`src/logic/sfd_pkg.sv`:
```
// =====================================================
// Shared constants for servo format decode
// =====================================================
package sfd_pkg;

   // =====================================================
   // Clock and timing
   // =====================================================
   localparam int CLK_MHZ        = 40;                                 // System clock rate
   localparam int ONESHOT_NS     = 2500;                               // Index stretch length
   localparam int ONESHOT_CYC    = (ONESHOT_NS * CLK_MHZ + 999) / 1000; // Least time, rounded up
   localparam int OS_W           = 7;                                  // One-shot counter width
   localparam int BYTE_DIV       = 12;                                 // Servo clocks per byte clock
   localparam int BDIV_W         = 4;                                  // Byte divider width

   // =====================================================
   // Format pattern decoding
   // =====================================================
   localparam int       PAT_LEN  = 5;                                  // Pattern shift stages
   localparam bit [4:0] PAT_IDX  = 5'h1B;                              // Index code 11011
   localparam bit [4:0] PAT_OGB  = 5'h17;                              // Outer guard band 10111
   localparam bit [4:0] PAT_IGB  = 5'h1D;                              // Inner guard band 11101
   localparam bit [4:0] PAT_DATA = 5'h15;                              // Data zone code 10101
   localparam bit [4:0] PAT_RST  = 5'h00;                              // Pattern reset value

   // =====================================================
   // Sector counter
   // =====================================================
   localparam int        SEC_W   = 12;                                 // Sector counter width
   localparam bit [11:0] SEC_MAX = 12'hFFF;                            // Maximum count
   localparam int        REV_BYTES = 13440;                            // Byte clocks per revolution

   // =====================================================
   // Tribit interval sequence, Gray coded
   // =====================================================
   typedef enum logic [1:0] {
      SFD_IV_PRESET = 2'b00,                                           // Sample preset interval
      SFD_IV_SLOT1  = 2'b01,                                           // First position slot
      SFD_IV_SLOT2  = 2'b11,                                           // Second position slot
      SFD_IV_XFER   = 2'b10                                            // Hold transfer interval
   } sfd_ival_t;

endpackage

```
`src/logic/sfd_sec_if.sv`:
```
`timescale 1ns/1ps
// =====================================================
// Link between decoder top and sector counter
// =====================================================
interface sfd_sec_if;
   logic                     byte_tick;   // One pulse per data byte
   logic                     index_rise;  // Index latch just set
   logic [sfd_pkg::SEC_W-1:0] preset;     // Sector preset value
   logic                     sector;      // Sector pulse, registered
   logic [sfd_pkg::SEC_W-1:0] count;      // Current count

   // Counter side
   modport ctr (
      input  byte_tick,
      input  index_rise,
      input  preset,
      output sector,
      output count
   );

   // Decoder side
   modport user (
      output byte_tick,
      output index_rise,
      output preset,
      input  sector,
      input  count
   );
endinterface

```
`src/logic/sfd_sector_count.sv`:
```
`timescale 1ns/1ps
// =====================================================
// Sector counter
// =====================================================
module sfd_sector_count (
   input  wire logic clk,
   input  wire logic rst_n,
   sfd_sec_if.ctr    sec
);
   import sfd_pkg::*;

   logic [SEC_W-1:0] cnt_r;     // Byte count within sector
   logic [SEC_W-1:0] cnt_nxt;   // Next count
   logic             sec_r;     // Sector pulse
   logic             at_max;    // Count at maximum

   assign at_max = (cnt_r == SEC_MAX);

   // Next count selection
   always_comb begin
      cnt_nxt = cnt_r;
      // RL17 index restarts count
      if (sec.index_rise) begin
         cnt_nxt = sec.preset;
      // RL18 reload after maximum
      end else if (sec.byte_tick && at_max) begin
         cnt_nxt = sec.preset;
      // RL16 count byte clocks
      end else if (sec.byte_tick) begin
         cnt_nxt = cnt_r + 12'h001;
      end
   end

   // Counter and sector pulse registers
   always_ff @(posedge clk) begin
      // RL22 reset loads preset
      if (!rst_n) begin
         cnt_r <= sec.preset;
         sec_r <= 1'b0;
      end else begin
         cnt_r <= cnt_nxt;
         // RL16 pulse only on the tick reaching maximum
         sec_r <= sec.byte_tick && (cnt_nxt == SEC_MAX) && !sec.index_rise;
      end
   end

   assign sec.sector = sec_r;
   assign sec.count  = cnt_r;
endmodule

```
`src/logic/sfd_top.sv`:
```
`timescale 1ns/1ps
// Function
// RL1 - five-stage shift register records servo byte types
// RL2 - data-bit flag set by data, cleared by sync
// RL3 - shift on leading edge of shift clock
// RL4 - decode only while half-byte window active
// RL5 - 11011 pulses index and recognized code
// RL6 - 10111 pulses outer guard and recognized
// RL7 - 11101 pulses inner guard and recognized
// RL8 - 10101 pulses only recognized code
// RL9 - index fires 2.5 us one-shot
// RL10 - index latch set with byte clock
// RL11 - recognized code forces gate phase alignment
// RL12 - slope level swaps the peak gates
// RL13 - phase reference only for sync bits
// RL14 - recovered clock divided by four
// RL15 - phase flip-flop set/reset by narrow pulses
// RL16 - sector counter pulses at 4095
// RL17 - index resets sector counter
// RL18 - preset reload after maximum count
// RL19 - byte clock from servo clock
// RL20 - preset comes from board switches
// RL21 - processor watches guard band pulses
// RL22 - reset clears state, loads preset; the counter loads 0, as the preset synchroniser is cleared too
module sfd_top (
   input  wire logic                      clk,
   input  wire logic                      rst_n,
   input  wire logic                      zero_cross_det,
   input  wire logic                      sync_slot,
   input  wire logic                      servo_data_clk,
   input  wire logic                      tribit_clk,
   input  wire logic                      slope_sel,
   input  wire logic                      rec_clk,
   input  wire logic                      servo_clk,
   input  wire logic [sfd_pkg::SEC_W-1:0] sector_preset,
   output logic                           index_en,
   output logic                           valid_decode_n,
   output logic                           outer_gb_n,
   output logic                           inner_gb_n,
   output logic                           index_out,
   output logic                           sector_out,
   output logic                           phase_ref_pulse_n,
   output logic                           divided_sync_rate_clock,
   output logic                           phase_ff,
   output logic                           preset_gate,
   output logic                           peak_a_gate,
   output logic                           peak_b_gate,
   output logic                           xfer_gate
);
   import sfd_pkg::*;

   // =====================================================
   // Functions
   // =====================================================

   // Rising edge from current and previous level
   function automatic logic rise(input logic cur, input logic prev);
      rise = cur & ~prev;
   endfunction

   // =====================================================
   // Input synchronisers
   // =====================================================
   localparam int NIN = 7;                 // Single-bit pin count

   logic [NIN-1:0]   pin_vec;              // Raw pins
   logic [NIN-1:0]   s1_r;                 // First stage
   logic [NIN-1:0]   s2_r;                 // Second stage
   logic [NIN-1:0]   s3_r;                 // Edge history
   logic [SEC_W-1:0] pre_s1_r;             // Preset first stage
   logic [SEC_W-1:0] pre_s2_r;             // Preset second stage

   assign pin_vec = {servo_clk, rec_clk, slope_sel, tribit_clk,
                     servo_data_clk, sync_slot, zero_cross_det};

   // Two-stage sync plus history
   always_ff @(posedge clk) begin
      if (!rst_n) begin
         s1_r     <= '0;
         s2_r     <= '0;
         s3_r     <= '0;
         pre_s1_r <= '0;
         pre_s2_r <= '0;
      end else begin
         s1_r     <= pin_vec;
         s2_r     <= s1_r;
         s3_r     <= s2_r;
         pre_s1_r <= sector_preset;
         pre_s2_r <= pre_s1_r;
      end
   end

   // =====================================================
   // Edge and level decode
   // =====================================================
   wire zc_rise      = rise(s2_r[0], s3_r[0]);   // Any bit detected
   wire slot_lvl     = s2_r[1];                  // Sync slot window
   wire sdclk_rise   = rise(s2_r[2], s3_r[2]);   // Shift clock edge
   wire win_lvl      = s2_r[3];                  // Half-byte window
   wire win_rise     = rise(s2_r[3], s3_r[3]);   // Window opening
   wire slope_lvl    = s2_r[4];                  // Slope select
   wire rclk_rise    = rise(s2_r[5], s3_r[5]);   // Recovered clock edge
   wire sclk_rise    = rise(s2_r[6], s3_r[6]);   // Servo clock edge
   // RL13 sync bits only
   wire sync_bit     = zc_rise & slot_lvl;       // Sync detection
   wire data_bit     = zc_rise & ~slot_lvl;      // Servo data detection

   // =====================================================
   // Data-bit flag and pattern register
   // =====================================================
   logic               dbit_r;           // Servo data bit flag
   logic [PAT_LEN-1:0] pat_r;            // Last five byte types
   logic [PAT_LEN-1:0] pat_nxt;          // Shifted pattern

   assign pat_nxt = {pat_r[PAT_LEN-2:0], dbit_r};

   // Flag and shift register
   always_ff @(posedge clk) begin
      // RL22 clear pattern
      if (!rst_n) begin
         dbit_r <= 1'b0;
         pat_r  <= PAT_RST;
      end else begin
         // RL2 set wins over clear
         if (data_bit) begin
            dbit_r <= 1'b1;
         end else if (sync_bit) begin
            dbit_r <= 1'b0;
         end
         // RL1 RL3 shift on clock edge
         if (sdclk_rise) begin
            pat_r <= pat_nxt;
         end
      end
   end

   // =====================================================
   // Pattern decoder
   // =====================================================
   // RL4 window gates decode
   wire dec_en  = win_lvl & win_rise;             // One decode per byte
   wire hit_idx = dec_en & (pat_r == PAT_IDX);    // Index code
   wire hit_ogb = dec_en & (pat_r == PAT_OGB);    // Outer guard code
   wire hit_igb = dec_en & (pat_r == PAT_IGB);    // Inner guard code
   wire hit_dat = dec_en & (pat_r == PAT_DATA);   // Data zone code
   wire hit_any = hit_idx | hit_ogb | hit_igb | hit_dat;

   logic idx_en_r;                 // Index enable pulse
   logic valid_n_r;                // Recognized code, low
   logic ogb_n_r;                  // Outer guard pulse, low
   logic igb_n_r;                  // Inner guard pulse, low

   // Decoder output pulses
   always_ff @(posedge clk) begin
      if (!rst_n) begin
         idx_en_r  <= 1'b0;
         valid_n_r <= 1'b1;
         ogb_n_r   <= 1'b1;
         igb_n_r   <= 1'b1;
      end else begin
         // RL5 index pulse
         idx_en_r  <= hit_idx;
         // RL6 RL7 guard band pulses
         ogb_n_r   <= ~hit_ogb;
         igb_n_r   <= ~hit_igb;
         // RL8 recognized for all codes
         valid_n_r <= ~hit_any;
      end
   end

   // =====================================================
   // Index stretcher and latch
   // =====================================================
   logic [OS_W-1:0]   os_cnt_r;     // One-shot remaining cycles
   logic              index_r;      // Index latch
   logic              index_d_r;    // Latch history
   logic [BDIV_W-1:0] bdiv_r;       // Servo clock divider
   logic              btick_r;      // Byte clock pulse

   wire os_act  = (os_cnt_r != '0);              // One-shot output
   wire bdiv_wr = (bdiv_r == BDIV_W'(BYTE_DIV - 1));

   // One-shot and index latch
   always_ff @(posedge clk) begin
      // RL22 clear one-shot and latch
      if (!rst_n) begin
         os_cnt_r  <= '0;
         index_r   <= 1'b0;
         index_d_r <= 1'b0;
      end else begin
         index_d_r <= index_r;
         // RL9 fire stretcher
         if (idx_en_r) begin
            os_cnt_r <= OS_W'(ONESHOT_CYC);
         end else if (os_act) begin
            os_cnt_r <= os_cnt_r - 7'h01;
         end
         // RL10 set with byte clock
         if (!os_act) begin
            index_r <= 1'b0;
         end else if (btick_r) begin
            index_r <= 1'b1;
         end
      end
   end

   // Byte clock divider
   always_ff @(posedge clk) begin
      if (!rst_n) begin
         bdiv_r  <= '0;
         btick_r <= 1'b0;
      end else begin
         // RL19 divide servo clock
         btick_r <= sclk_rise & bdiv_wr;
         if (sclk_rise) begin
            bdiv_r <= bdiv_wr ? '0 : bdiv_r + 4'h1;
         end
      end
   end

   // =====================================================
   // Sector counter
   // =====================================================
   sfd_sec_if sec_if ();

   assign sec_if.byte_tick  = btick_r;
   // RL17 latch set restarts count
   assign sec_if.index_rise = rise(index_r, index_d_r);
   // RL20 switch preset
   assign sec_if.preset     = pre_s2_r;

   sfd_sector_count u_sec (
      .clk   (clk),
      .rst_n (rst_n),
      .sec   (sec_if)
   );

   // =====================================================
   // Divided clock and phase comparison
   // =====================================================
   sfd_ival_t iv_r;          // Current tribit interval
   sfd_ival_t iv_nxt;        // Next interval
   logic      pref_n_r;      // Phase reference, low
   logic      phase_r;       // Phase comparison flip-flop
   logic      div_r;         // Divided clock output

   // RL14 divide by four
   always_comb begin
      case (iv_r)
         SFD_IV_PRESET: iv_nxt = SFD_IV_SLOT1;
         SFD_IV_SLOT1:  iv_nxt = SFD_IV_SLOT2;
         SFD_IV_SLOT2:  iv_nxt = SFD_IV_XFER;
         SFD_IV_XFER:   iv_nxt = SFD_IV_PRESET;
         default:       iv_nxt = SFD_IV_PRESET;
      endcase
   end

   // Rising half of divided clock
   wire div_hi   = (iv_nxt == SFD_IV_SLOT2) | (iv_nxt == SFD_IV_XFER);
   wire div_rise = rclk_rise & (iv_nxt == SFD_IV_SLOT2);

   // Interval, reference and phase registers
   always_ff @(posedge clk) begin
      if (!rst_n) begin
         iv_r     <= SFD_IV_PRESET;
         div_r    <= 1'b0;
         pref_n_r <= 1'b1;
         phase_r  <= 1'b0;
      end else begin
         if (rclk_rise) begin
            iv_r  <= iv_nxt;
            div_r <= div_hi;
         end
         // RL13 reference on sync bits
         pref_n_r <= ~sync_bit;
         // RL15 set by reference, reset midway
         if (sync_bit) begin
            phase_r <= 1'b1;
         end else if (div_rise) begin
            phase_r <= 1'b0;
         end
      end
   end

   // =====================================================
   // Peak detect gate phasing
   // =====================================================
   logic alt_r;          // Position bit alternation
   logic pre_g_r;        // Preset gate
   logic pka_r;          // Peak A gate
   logic pkb_r;          // Peak B gate
   logic xfr_r;          // Transfer gate

   wire slot1 = (iv_r == SFD_IV_SLOT1);
   wire slot2 = (iv_r == SFD_IV_SLOT2);
   // RL12 slope swaps gates
   wire a_sel = alt_r ^ slope_lvl;

   // Gate generation
   always_ff @(posedge clk) begin
      if (!rst_n) begin
         alt_r   <= 1'b0;
         pre_g_r <= 1'b0;
         pka_r   <= 1'b0;
         pkb_r   <= 1'b0;
         xfr_r   <= 1'b0;
      end else begin
         // RL11 align after recognized code
         if (!valid_n_r) begin
            alt_r <= 1'b0;
         end else if (sync_bit) begin
            alt_r <= ~alt_r;
         end
         pre_g_r <= (iv_r == SFD_IV_PRESET);
         pka_r   <= a_sel ? slot2 : slot1;
         pkb_r   <= a_sel ? slot1 : slot2;
         xfr_r   <= (iv_r == SFD_IV_XFER);
      end
   end

   // =====================================================
   // Outputs
   // =====================================================
   assign index_en                = idx_en_r;
   assign valid_decode_n          = valid_n_r;
   assign outer_gb_n              = ogb_n_r;
   assign inner_gb_n              = igb_n_r;
   assign index_out               = index_r;
   assign sector_out              = sec_if.sector;
   assign phase_ref_pulse_n       = pref_n_r;
   assign divided_sync_rate_clock = div_r;
   assign phase_ff                = phase_r;
   assign preset_gate             = pre_g_r;
   assign peak_a_gate             = pka_r;
   assign peak_b_gate             = pkb_r;
   assign xfer_gate               = xfr_r;
endmodule

```
`config.mk`:
```
export PLATFORM = sky130hd
export DESIGN_NAME = sfd_top
export DESIGN_NICKNAME = d
export VERILOG_FILES = /design/src/logic/sfd_pkg.sv /design/src/logic/sfd_sec_if.sv /design/src/logic/sfd_sector_count.sv /design/src/logic/sfd_top.sv
export SDC_FILE = /design/constraint.sdc
export NUM_CORES = 1
export LEC_CHECK = 0
export ABC_AREA = 1
export ABC_CLOCK_PERIOD_IN_PS = 2200
export BUFFER_PORTS_ARGS = -buffer_cell sky130_fd_sc_hd__buf_2
export CORE_ASPECT_RATIO = 1.2
export CORE_MARGIN = 3
export CORE_UTILIZATION = 58
export CTS_CLUSTER_SIZE = 30
export DETAILED_ROUTE_END_ITERATION = 8
export PLACE_DENSITY = 0.78
export SYNTH_ARGS = -nofsm -noshare
export SYNTH_HDL_FRONTEND = slang
export SYNTH_HIERARCHICAL = 1
export SYNTH_SLANG_ARGS = --single-unit
```
`constraint.sdc`:
```
create_clock -name clk -period 2.2 [get_ports clk]
set_input_delay 0.44 -clock clk [delete_from_list [all_inputs] [get_ports clk]]
set_output_delay 0.44 -clock clk [all_outputs]
set_load 0.02 [all_outputs]
```
==> results of run 1 <==
[worst min-delay path, delay by kind of cell]
kind                   cells  cell delay (ps)
AND/OR/NAND/NOR            1               40
buffers and inverters      2              110
[registers in the layout, summed over array words and instances, names as in the netlist, 5 cells and up]
name,flops
s3_r,5
s2_r,7
u_sec/sec.count,12
pre_s2_r,12
pat_r,5
s1_r,7
pre_s1_r,12
os_cnt_r,7
[worst paths after layout]
path | slack, ps | startpoint | end | cells past startpoint
max reg2reg | 420 | u_sec/sec.count[0]$_DFF_P_ | u_sec/sec.sector$_SDFF_PN0_ | 12
min reg2reg | 420 | pre_s1_r[2]$_SDFF_PN0_ | pre_s2_r[2]$_SDFF_PN0_ | 2
max | 420 | u_sec/sec.count[0]$_DFF_P_ | u_sec/sec.sector$_SDFF_PN0_ | 12
min | 260 | sector_preset[3] | pre_s1_r[3]$_SDFF_PN0_ | 3
[through the flow]
stage	setup slack (ps)	std cells	power, mW
after CTS	433	605	3.60
after global placement	530	589	2.42
after global routing	240	605	3.77
after detailed placement	447	589	2.45
after floorplan	673	484	2.31
final	420	605	3.57
[area by class of cell]
class	count	area (sq um)	area share (%)
Tap cell	80	100	2.51
Timing Repair Buffer	36	188	4.71
Clock buffer	10	138	3.45
Multi-Input combinational cell	301	1390	34.9
Clock inverter	6	75.1	1.88
Inverter	83	314	7.88
Sequential cell	89	1780	44.7
[cell usage in the layout, fill, tap and decap left out, types with 2 or more instances in the layout]
master	synthesis	routed
nand4_1	2	2
nand3b_1	3	3
nor2_2	12	12
ha_1	3	3
nand2_1	139	139
dfxtp_1	89	89
o21ai_0	17	17
xor2_1	4	4
inv_1	81	81
clkbuf_8	0	10
a31oi_1	9	9
a21oi_1	12	12
nor3_2	2	2
or2_1	2	2
buf_4	3	3
nand3_1	21	21
nor3_1	7	7
xnor2_1	2	2
clkinv_4	0	2
nor2_1	53	53
buf_2	4	33
nand2_2	8	8
[kinds of logic after synthesis]
kind of cell | Yosys count | synth area share (%)
simple gates | 251 | 30.2
buf+inv | 94 | 10.9
flops | 89 | 50.1
compound gates | 41 | 6.36
xor+xnor | 6 | 1.48
fa+ha+maj | 3 | 1.05
[metal layers]
metal	up-vias	GRT usage, %	part of all wire (%)
met5	-	0	0
met4	0	7.72	1.5
met3	11	5.01	5.1
met2	67	32.9	47
met1	1218	21.8	46
li1	1538	-	-
[power by group through the flow]
stage / combinational [mW] / sequential, mW / clock (mW)
after floorplan: 0.471 / 1.84 / 0
after global placement: 0.564 / 1.85 / 0
after detailed placement: 0.590 / 1.86 / 0
after CTS: 0.595 / 1.82 / 1.18
after global routing: 0.687 / 1.84 / 1.24
final: 0.592 / 1.82 / 1.16
==> run_results.csv, run 1 <==
group,metric,value,unit
global_route,grt_pass1_vias,2695,
clock_network,post_cts_resize_count,0,
yosys,synth-main-ff-cell,"dfxtp_1",
detailed_routing,post_drt_wl_per_cell,10.1,um
placed_design,placed_cell_area,3770,sq um
placed_design,gp_congestion,0.874,
setup_path,critical-path-max-stage-delay,360,ps
floorplan,core,5780,sq um
detailed_routing,drc,0,
floorplan,placementRows,30,
yosys,yosys_warnings,6,
timing,slew_headroom,74.5,%
clock_network,postCtsSetupBuffers,0,
timing,holdWs,262,ps
setup_path,endpoint_kind,"flip-flop",
yosys,synth.top_cells.by_area,"dfxtp_1 (50%), nand2_1 (15%), inv_1 (8.5%)",
final_layout,final_util,69.0,%
setup_path,slowest_stage,"dfxtp_1",
final_layout,syn2layout_area_growth,12.0,%
timing,fin_skew,11.1,ps
power_and_ir_drop,clkPwrFrac,32.4,%
global_route,grtUsageTotal,18.9,%
yosys,yosysTopAreaCell,"dfxtp_1",
power_and_ir_drop,p_int,2.52,mW
clock_network,clk_pin_slew,90,ps
setup_path,worstPathCellList,"ha_1 > nand2_1 > inv_1 > nand2_1 > nor2_1 > nor2_2 > nand2_1 > nand2_1 > nand2_1 > nor2_1 > nand3_1 > nor2_1",
final_layout,nNetsFinal,544,
detailed_routing,viasPerCell,4.68,
placed_design,hpwlAfterDp,4.38,mm
power_and_ir_drop,power_density,896,nW/um^2
worst_hold_path,worstHoldPathType,"primary input to flip-flop",
setup_path,critPathTopFamily,"simple AND/OR/NAND/NOR gates",
timing,fin_crit,1780,ps
timing,finalMaxSlewViolations,0,
yosys,synth_most_common_cell,"nand2_1",
yosys,seq_area_frac_synth,50.1,%
global_route,antenna_found_initial,0,
power_and_ir_drop,netSwitchingFraction,29.4,%
yosys,syn_area,3560,sq um
power_and_ir_drop,combPwrFrac,16.6,%
detailed_routing,ant_nets,0,
clock_network,ctsHoldBuffers,0,
timing,hold_viol_final,0,
floorplan,fp.dieW,77.5,um
yosys,netlist.area_leader.share,50.1,%
detailed_routing,totalWireLength,6.11,mm
clock_network,cts_max_level,3,
clock_network,numCtsBuffers,9,
timing,worstMarginPinSlew,382,ps
detailed_routing,first_iter_violations,152,
timing,setup_viol,0,
yosys,ys_top_cells_by_count,"nand2_1 (139), dfxtp_1 (89), inv_1 (81), nor2_1 (53), nand3_1 (21)",
floorplan,ios,34,
final_layout,antenna_cells,0,
timing,rsz0062_at_grt,"false",
setup_path,worstSetupStartpointType,"flip-flop",
placed_design,io_buffer_count,33,
timing,period_share,80.9,%
clock_network,cts_tree,"built",
setup_path,cp_common_cell,"nand2_1",
setup_path,path_buf_inv,1,
floorplan,start_util,61.6,%
detailed_routing,drt_pass1_iterations,4,
yosys,avgSynthCellArea,7.35,sq um
clock_network,worstSkewPairLatency,350,ps
final_layout,drive_above_1_share,15.2,%
yosys,syn_nets,508,
timing,max_freq,562,MHz
floorplan,chipHeight,91.8,um
power_and_ir_drop,seqPwrFrac,51.0,%
yosys,synth-edff-count,0,
yosys,netlist_instances,484,
global_route,grt_max_degree,44,
setup_path,crit_fanout,9,
setup_path,crit_arrival,2070,ps
global_route,grt_overflow_total,0,
clock_network,root_buffer,"clkbuf_8",
status,status,"complete, no violations",
yosys,synth-seq-cells,89,
power_and_ir_drop,peakVddDrop,0.593,mV
yosys,ys_types,29,
final_layout,stdcell_area,3990,sq um
power_and_ir_drop,switchingPower,1.05,mW
timing,fin_setup_tns,0,ps
floorplan,die_area,7120,sq um
setup_path,required,2490,ps
final_layout,fillCellCount,480,
run,cap_violations,0,
clock_network,cts.sinks,89,
detailed_routing,routed-via-count,2834,
power_and_ir_drop,total_leakage_power,2.04,nW
yosys,async_flop_share,0,%
setup_path,worstSetupPathType,"flip-flop to flip-flop",
clock_network,clock_path_buffers,2,
global_route,grt_pass1_wl,11.0,mm
Power figures use the tool's default switching activity.
==> run 2, diff against run 1 <==
ABC_AREA = 0   (was 1)
ABC_CLOCK_PERIOD_IN_PS = 1850   (was 2200)
CORE_UTILIZATION = 57   (was 58)
clock period = 1.85 ns   (was 2.2 ns; I/O delays follow)
==> run 2 against run 1 <==
- hold slack got worse by 41 ps
- critical endpoint unchanged
- the flow now finishes with violations (negative setup slack)
- clock-buffer cell count increased by 2
- via count decreased by 16%
- synthesized area decreased by 7.4%
- setup slack got worse by 580 ps
- clock skew decreased by 2.7 ps
- register-to-register slack got worse by 580 ps
- synthesized cell count decreased by 32%
==> run_results.csv, run 2 <==
group,metric,value,unit
placed_design,hpwlAfterDp,4.05,mm
detailed_routing,ant_nets,0,
setup_path,required,2140,ps
timing,hold_viol_final,0,
yosys,yosysTopAreaCell,"dfxtp_1",
setup_path,worstSetupStartpointType,"flip-flop",
clock_network,clk_pin_slew,80,ps
yosys,synth.top_cells.by_area,"dfxtp_1 (54%), and2_1 (8.3%), xnor2_1 (3.2%)",
run,cap_violations,0,
setup_path,crit_fanout,3,
clock_network,cts_max_level,3,
timing,fin_setup_tns,-160,ps
global_route,antenna_found_initial,0,
timing,period_share,109,%
timing,holdWs,221,ps
status,violations,"negative setup slack",
setup_path,endpoint_kind,"flip-flop",
clock_network,numCtsBuffers,9,
yosys,synth-edff-count,0,
final_layout,final_cell_mix,"dfxtp_1 (87), and2_1 (44), buf_2 (33)",
timing,fin_skew,8.36,ps
placed_design,dp.cells,437,
worst_hold_path,worstHoldPathType,"primary input to flip-flop",
power_and_ir_drop,peakVddDrop,0.748,mV
final_layout,antenna_cells,0,
final_layout,nNetsFinal,412,
yosys,ys_top_cells_by_count,"dfxtp_1 (89), and2_1 (44), nand2_1 (26), nor2_1 (18), o21ai_0 (16)",
timing,slew_headroom,71.9,%
yosys,syn_nets,353,
global_route,grt_overflow_total,0,
final_layout,syn2layout_area_growth,20.8,%
setup_path,crit_arrival,2300,ps
setup_path,critPathTopFamily,"simple AND/OR/NAND/NOR gates",
global_route,grt_max_degree,38,
floorplan,chipHeight,89.3,um
setup_path,worstPathCellList,"ha_4 > nand4_1 > buf_4 > nor3_4 > xnor2_1 > nand4b_1 > or4b_4 > a21oi_2",
timing,finalMaxSlewViolations,0,
setup_path,path_buf_inv,1,
detailed_routing,drc,0,
global_route,grtUsageTotal,19.7,%
yosys,async_flop_share,0,%
detailed_routing,viasPerCell,5.26,
yosys,seq_area_frac_synth,54.0,%
yosys,netlist_instances,329,
timing,rsz0062_at_grt,"true",
global_route,grt_pass1_vias,2273,
floorplan,ios,34,
yosys,syn_area,3300,sq um
yosys,yosys_warnings,6,
yosys,synth_most_common_cell,"dfxtp_1",
final_layout,final_common_cell,"dfxtp_1",
final_layout,fillCellCount,398,
final_layout,stdcell_count,455,
setup_path,worstSetupPathType,"flip-flop to flip-flop",
setup_path,critical-path-max-stage-delay,500,ps
clock_network,clock_path_buffers,2,
power_and_ir_drop,power_density,1030,nW/um^2
floorplan,placementRows,29,
floorplan,core,5440,sq um
timing,worstMarginPinSlew,421,ps
yosys,ys_types,48,
floorplan,die_area,6740,sq um
timing,max_freq,498,MHz
placed_design,io_buffer_count,33,
timing,setup_viol,1,
placed_design,gp_congestion,0.827,
detailed_routing,totalWireLength,6.01,mm
floorplan,start_util,60.6,%
clock_network,cts.sinks,89,
setup_path,slowest_stage,"or4b_4",
detailed_routing,drt_pass1_iterations,6,
timing,fin_crit,2010,ps
clock_network,root_buffer,"clkbuf_8",
clock_network,cts_tree,"built",
floorplan,fp.dieW,75.4,um
clock_network,worstSkewPairLatency,350,ps
detailed_routing,first_iter_violations,87,
yosys,synth-seq-cells,89,
final_layout,drive_above_1_share,24.7,%
detailed_routing,post_drt_wl_per_cell,13.2,um
placed_design,place_ws,-165,ps
yosys,synth-main-ff-cell,"dfxtp_1",
status,status,"finished, violations left",
global_route,grt_pass1_wl,10.1,mm
power_and_ir_drop,total_leakage_power,1.66,nW
detailed_routing,routed-via-count,2394,
yosys,netlist.area_leader.share,54.0,%
timing,setup_ws,-160,ps
yosys,avgSynthCellArea,10.0,sq um
clock_network,ctsHoldBuffers,0,
## run 2: final timing paths
check	start	to	slack, ps	cells after the start
worst max-delay path	u_sec/sec.count[1]$_DFF_P_	u_sec/sec.sector$_SDFF_PN0_	-160	8
worst min register to register	s3_r[3]$_SDFF_PN0_	index_en$_SDFF_PN0_	430	1
worst max register to register	u_sec/sec.count[1]$_DFF_P_	u_sec/sec.sector$_SDFF_PN0_	-160	8
worst min-delay path	sector_preset[6]	pre_s1_r[6]$_SDFF_PN0_	220	2
## run 2: cell type report
cell class,count,area (sq um),area share [%]
inverter,6,22.5,0.566
multi-input combinational,220,1480,37.2
tap,62,77.6,1.95
sequential,89,1790,44.9
timing repair buffer,62,390,9.81
clock inverter,4,76.3,1.92
clock buffer,12,145,3.65
## run 2: power by group
part	switching, mW	internal (mW)	total (mW)
registers	0.107	2.03	2.14
clock network	0.646	0.801	1.45
logic	0.252	0.251	0.503
## run 2: what timing repair did
action | CTS | global route
setup endpoints to repair | 3 | 8
buffers inserted | 2 | 0
resized for setup | 2 | 8
pin swaps | 0 | 1
## run 2: kinds of logic (layout without fill, tap and decap cells)
logic type / Yosys count / in the layout / synth area share, %
AO/OA/AOI/OAI: 41 / 41 / 7.70
XOR/XNOR: 17 / 17 / 4.52
adder cells (fa/ha/maj): 3 / 3 / 1.14
buffers and inverters: 20 / 84 / 2.69
flip-flops: 89 / 89 / 54.0
multiplexers: 9 / 9 / 2.81
AND/OR/NAND/NOR: 150 / 150 / 27.1
## run 2: through the flow
| stage | utilization (%) | total power [mW] | cell area, sq um |
|---|---|---|---|
| after global routing | 73.1 | 4.27 | 3980 |
| after detailed placement | 67.9 | 2.68 | 3700 |
| final | 73.1 | 4.09 | 3980 |
| after global placement | 67.9 | 2.66 | 3700 |
| after floorplan | - | 2.54 | 3320 |
| after CTS | 72.4 | 4.11 | 3940 |
## run 2: routing by layer
layer,vias to the layer above,global-route usage (%),share of wire (%)
met5,-,0,0
li1,1242,-,-
met3,12,4.39,3.3
met4,0,9.22,1.7
met1,1100,26.4,49
met2,40,30.2,46
==> run 3, diff against run 2 <==
CORE_UTILIZATION = 60   (was 57)
CTS_BUF_LIST = sky130_fd_sc_hd__clkbuf_8   (was not set)
PLACE_DENSITY = 0.81   (was 0.78)
==> run 3 against run 2 <==
- the flow still finishes with violations (negative setup slack)
- sequential power is essentially flat
- combinational power shrank 2%
- hold slack gained 3.7 ps
- power shrank 8.4%
- highest routed layer unchanged
- critical endpoint unchanged
==> run_results.csv, run 3 (synthesis gave the netlist of run 2 again) <==
group,metric,value,unit
global_route,grtUsageMet1,24.8,%
timing,worstMarginPinSlew,417,ps
global_route,grt.busiest_layer,"met2",
power_and_ir_drop,netSwitchingFraction,25.7,%
timing,slew_headroom,72.2,%
status,status,"finished, violations left",
power_and_ir_drop,clkPwrFrac,29.7,%
global_route,grt_overflow_total,0,
final_layout,stdcell_count,446,
detailed_routing,routed-via-count,2375,
detailed_routing,viasPerCell,5.33,
timing,finalMaxSlewViolations,0,
clock_network,clk_pin_slew,80,ps
final_layout,antenna_cells,0,
worst_hold_path,min_path_cells,2,
global_route,grt_pass1_vias,2300,
clock_network,worstSkewPairLatency,350,ps
floorplan,core,5110,sq um
worst_hold_path,worstHoldPathType,"primary input to flip-flop",
placed_design,hpwlAfterDp,4.09,mm
timing,fin_crit,1980,ps
clock_network,numCtsBuffers,9,
power_and_ir_drop,peakVddDrop,0.726,mV
timing,period_share,107,%
setup_path,worstSetupStartpointType,"flip-flop",
detailed_routing,post_drt_wl_per_cell,13.0,um
power_and_ir_drop,combPwrFrac,13.2,%
clock_network,cts_max_level,3,
floorplan,ios,34,
timing,hold_viol_final,0,
setup_path,endpoint_kind,"flip-flop",
floorplan,die_area,6420,sq um
clock_network,cts.sinks,89,
final_layout,final_common_cell,"dfxtp_1",
setup_path,crit_fanout,3,
detailed_routing,totalWireLength,5.79,mm
power_and_ir_drop,p_total,3.75,mW
timing,setup_viol,1,
placed_design,gp_congestion,0.919,
final_layout,final_cell_mix,"dfxtp_1 (86), and2_1 (44), buf_2 (33)",
timing,max_freq,506,MHz
detailed_routing,drt_pass1_iterations,4,
detailed_routing,ant_nets,0,
power_and_ir_drop,total_leakage_power,1.58,nW
status,violations,"negative setup slack",
final_layout,final_util,75.1,%
clock_network,cts_tree,"built",
setup_path,required,2140,ps
setup_path,worstSetupPathType,"flip-flop to flip-flop",
run,cap_violations,0,
global_route,grt_pass1_wl,10.0,mm
floorplan,fp.dieW,73.7,um
floorplan,placementRows,28,
setup_path,r2r_cells,8,
clock_network,clock_path_buffers,2,
timing,rsz0062_at_grt,"true",
global_route,grt_max_degree,27,
power_and_ir_drop,switchingPower,964,uW
global_route,grtUsageTotal,20.4,%
power_and_ir_drop,power_density,975,nW/um^2
placed_design,place_ws,-140,ps
clock_network,root_buffer,"clkbuf_8",
detailed_routing,drc,0,
global_route,gr-usage-met3,5.89,%
timing,setup_ws,-128,ps
final_layout,drive_above_1_share,23.1,%
final_layout,syn2layout_area_growth,16.5,%
setup_path,crit_arrival,2270,ps
floorplan,start_util,64.5,%
power_and_ir_drop,p_int,2.78,mW
detailed_routing,first_iter_violations,131,
timing,fin_skew,8.52,ps
power_and_ir_drop,seqPwrFrac,57.1,%
global_route,antenna_found_initial,0,
global_route,use_met2,33.7,%
placed_design,dp.cells,430,
floorplan,chipHeight,87.2,um
final_layout,nNetsFinal,407,
placed_design,io_buffer_count,33,
[run 3: worst paths after layout]
kind                              startpoint                           to  slack (ps)
setup reg to reg  u_sec/sec.count[1]$_DFF_P_  u_sec/sec.sector$_SDFF_PN0_        -130
hold reg to reg           s3_r[3]$_SDFF_PN0_          index_en$_SDFF_PN0_         420
hold / removal              sector_preset[9]       pre_s1_r[9]$_SDFF_PN0_         220
setup / recovery  u_sec/sec.count[1]$_DFF_P_  u_sec/sec.sector$_SDFF_PN0_        -130
[run 3: metrics by stage]
step	hold slack [ps]	instance area, sq um	setup TNS, ps
after detailed placement	417	3660	-140
after global routing	212	3840	-223
final	225	3840	-128
after floorplan	400	3320	-167
after CTS	213	3830	-137
after global placement	414	3660	-101
[run 3: power groups by stage]
stage	sequential, mW	combinational, mW	clock, mW
CTS	2.14	0.498	1.15
finish	2.14	0.494	1.11
global route	2.16	0.565	1.22
floorplan	2.16	0.377	0
global placement	2.17	0.480	0
detailed placement	2.18	0.491	0
[run 3: cell type report]
| class | count | area, sq um |
|---|---|---|
| clock buffers | 10 | 138 |
| well taps | 60 | 75.1 |
| inverters | 6 | 22.5 |
| flip-flops and latches | 89 | 1790 |
| multi-input cells | 220 | 1450 |
| clock inverters | 4 | 22.5 |
| fillers | 366 | 1270 |
| repair buffers | 57 | 345 |
[run 3: layer usage]
metal	vias up	part of all wire (%)
met5	-	0
met4	0	1.4
met3	8	4.9
met2	48	48
met1	1095	46
li1	1224	-
[run 3: critical path: stages (launching register included)]
cell,delay [ps]
dfxtp_4,380
ha_4,140
nand4_1,100
buf_4,170
nor3_1,230
xnor2_1,110
nand4b_1,190
or4b_1,490
a21oi_2,120
[run 3: timing repair]
action                                  in CTS  in global routing
setup buffers                                2                  0
hold buffers                                 0                  0
pin swaps                                    0                  1
endpoints found under the setup margin       1                  6
gates resized for setup                      0                  3
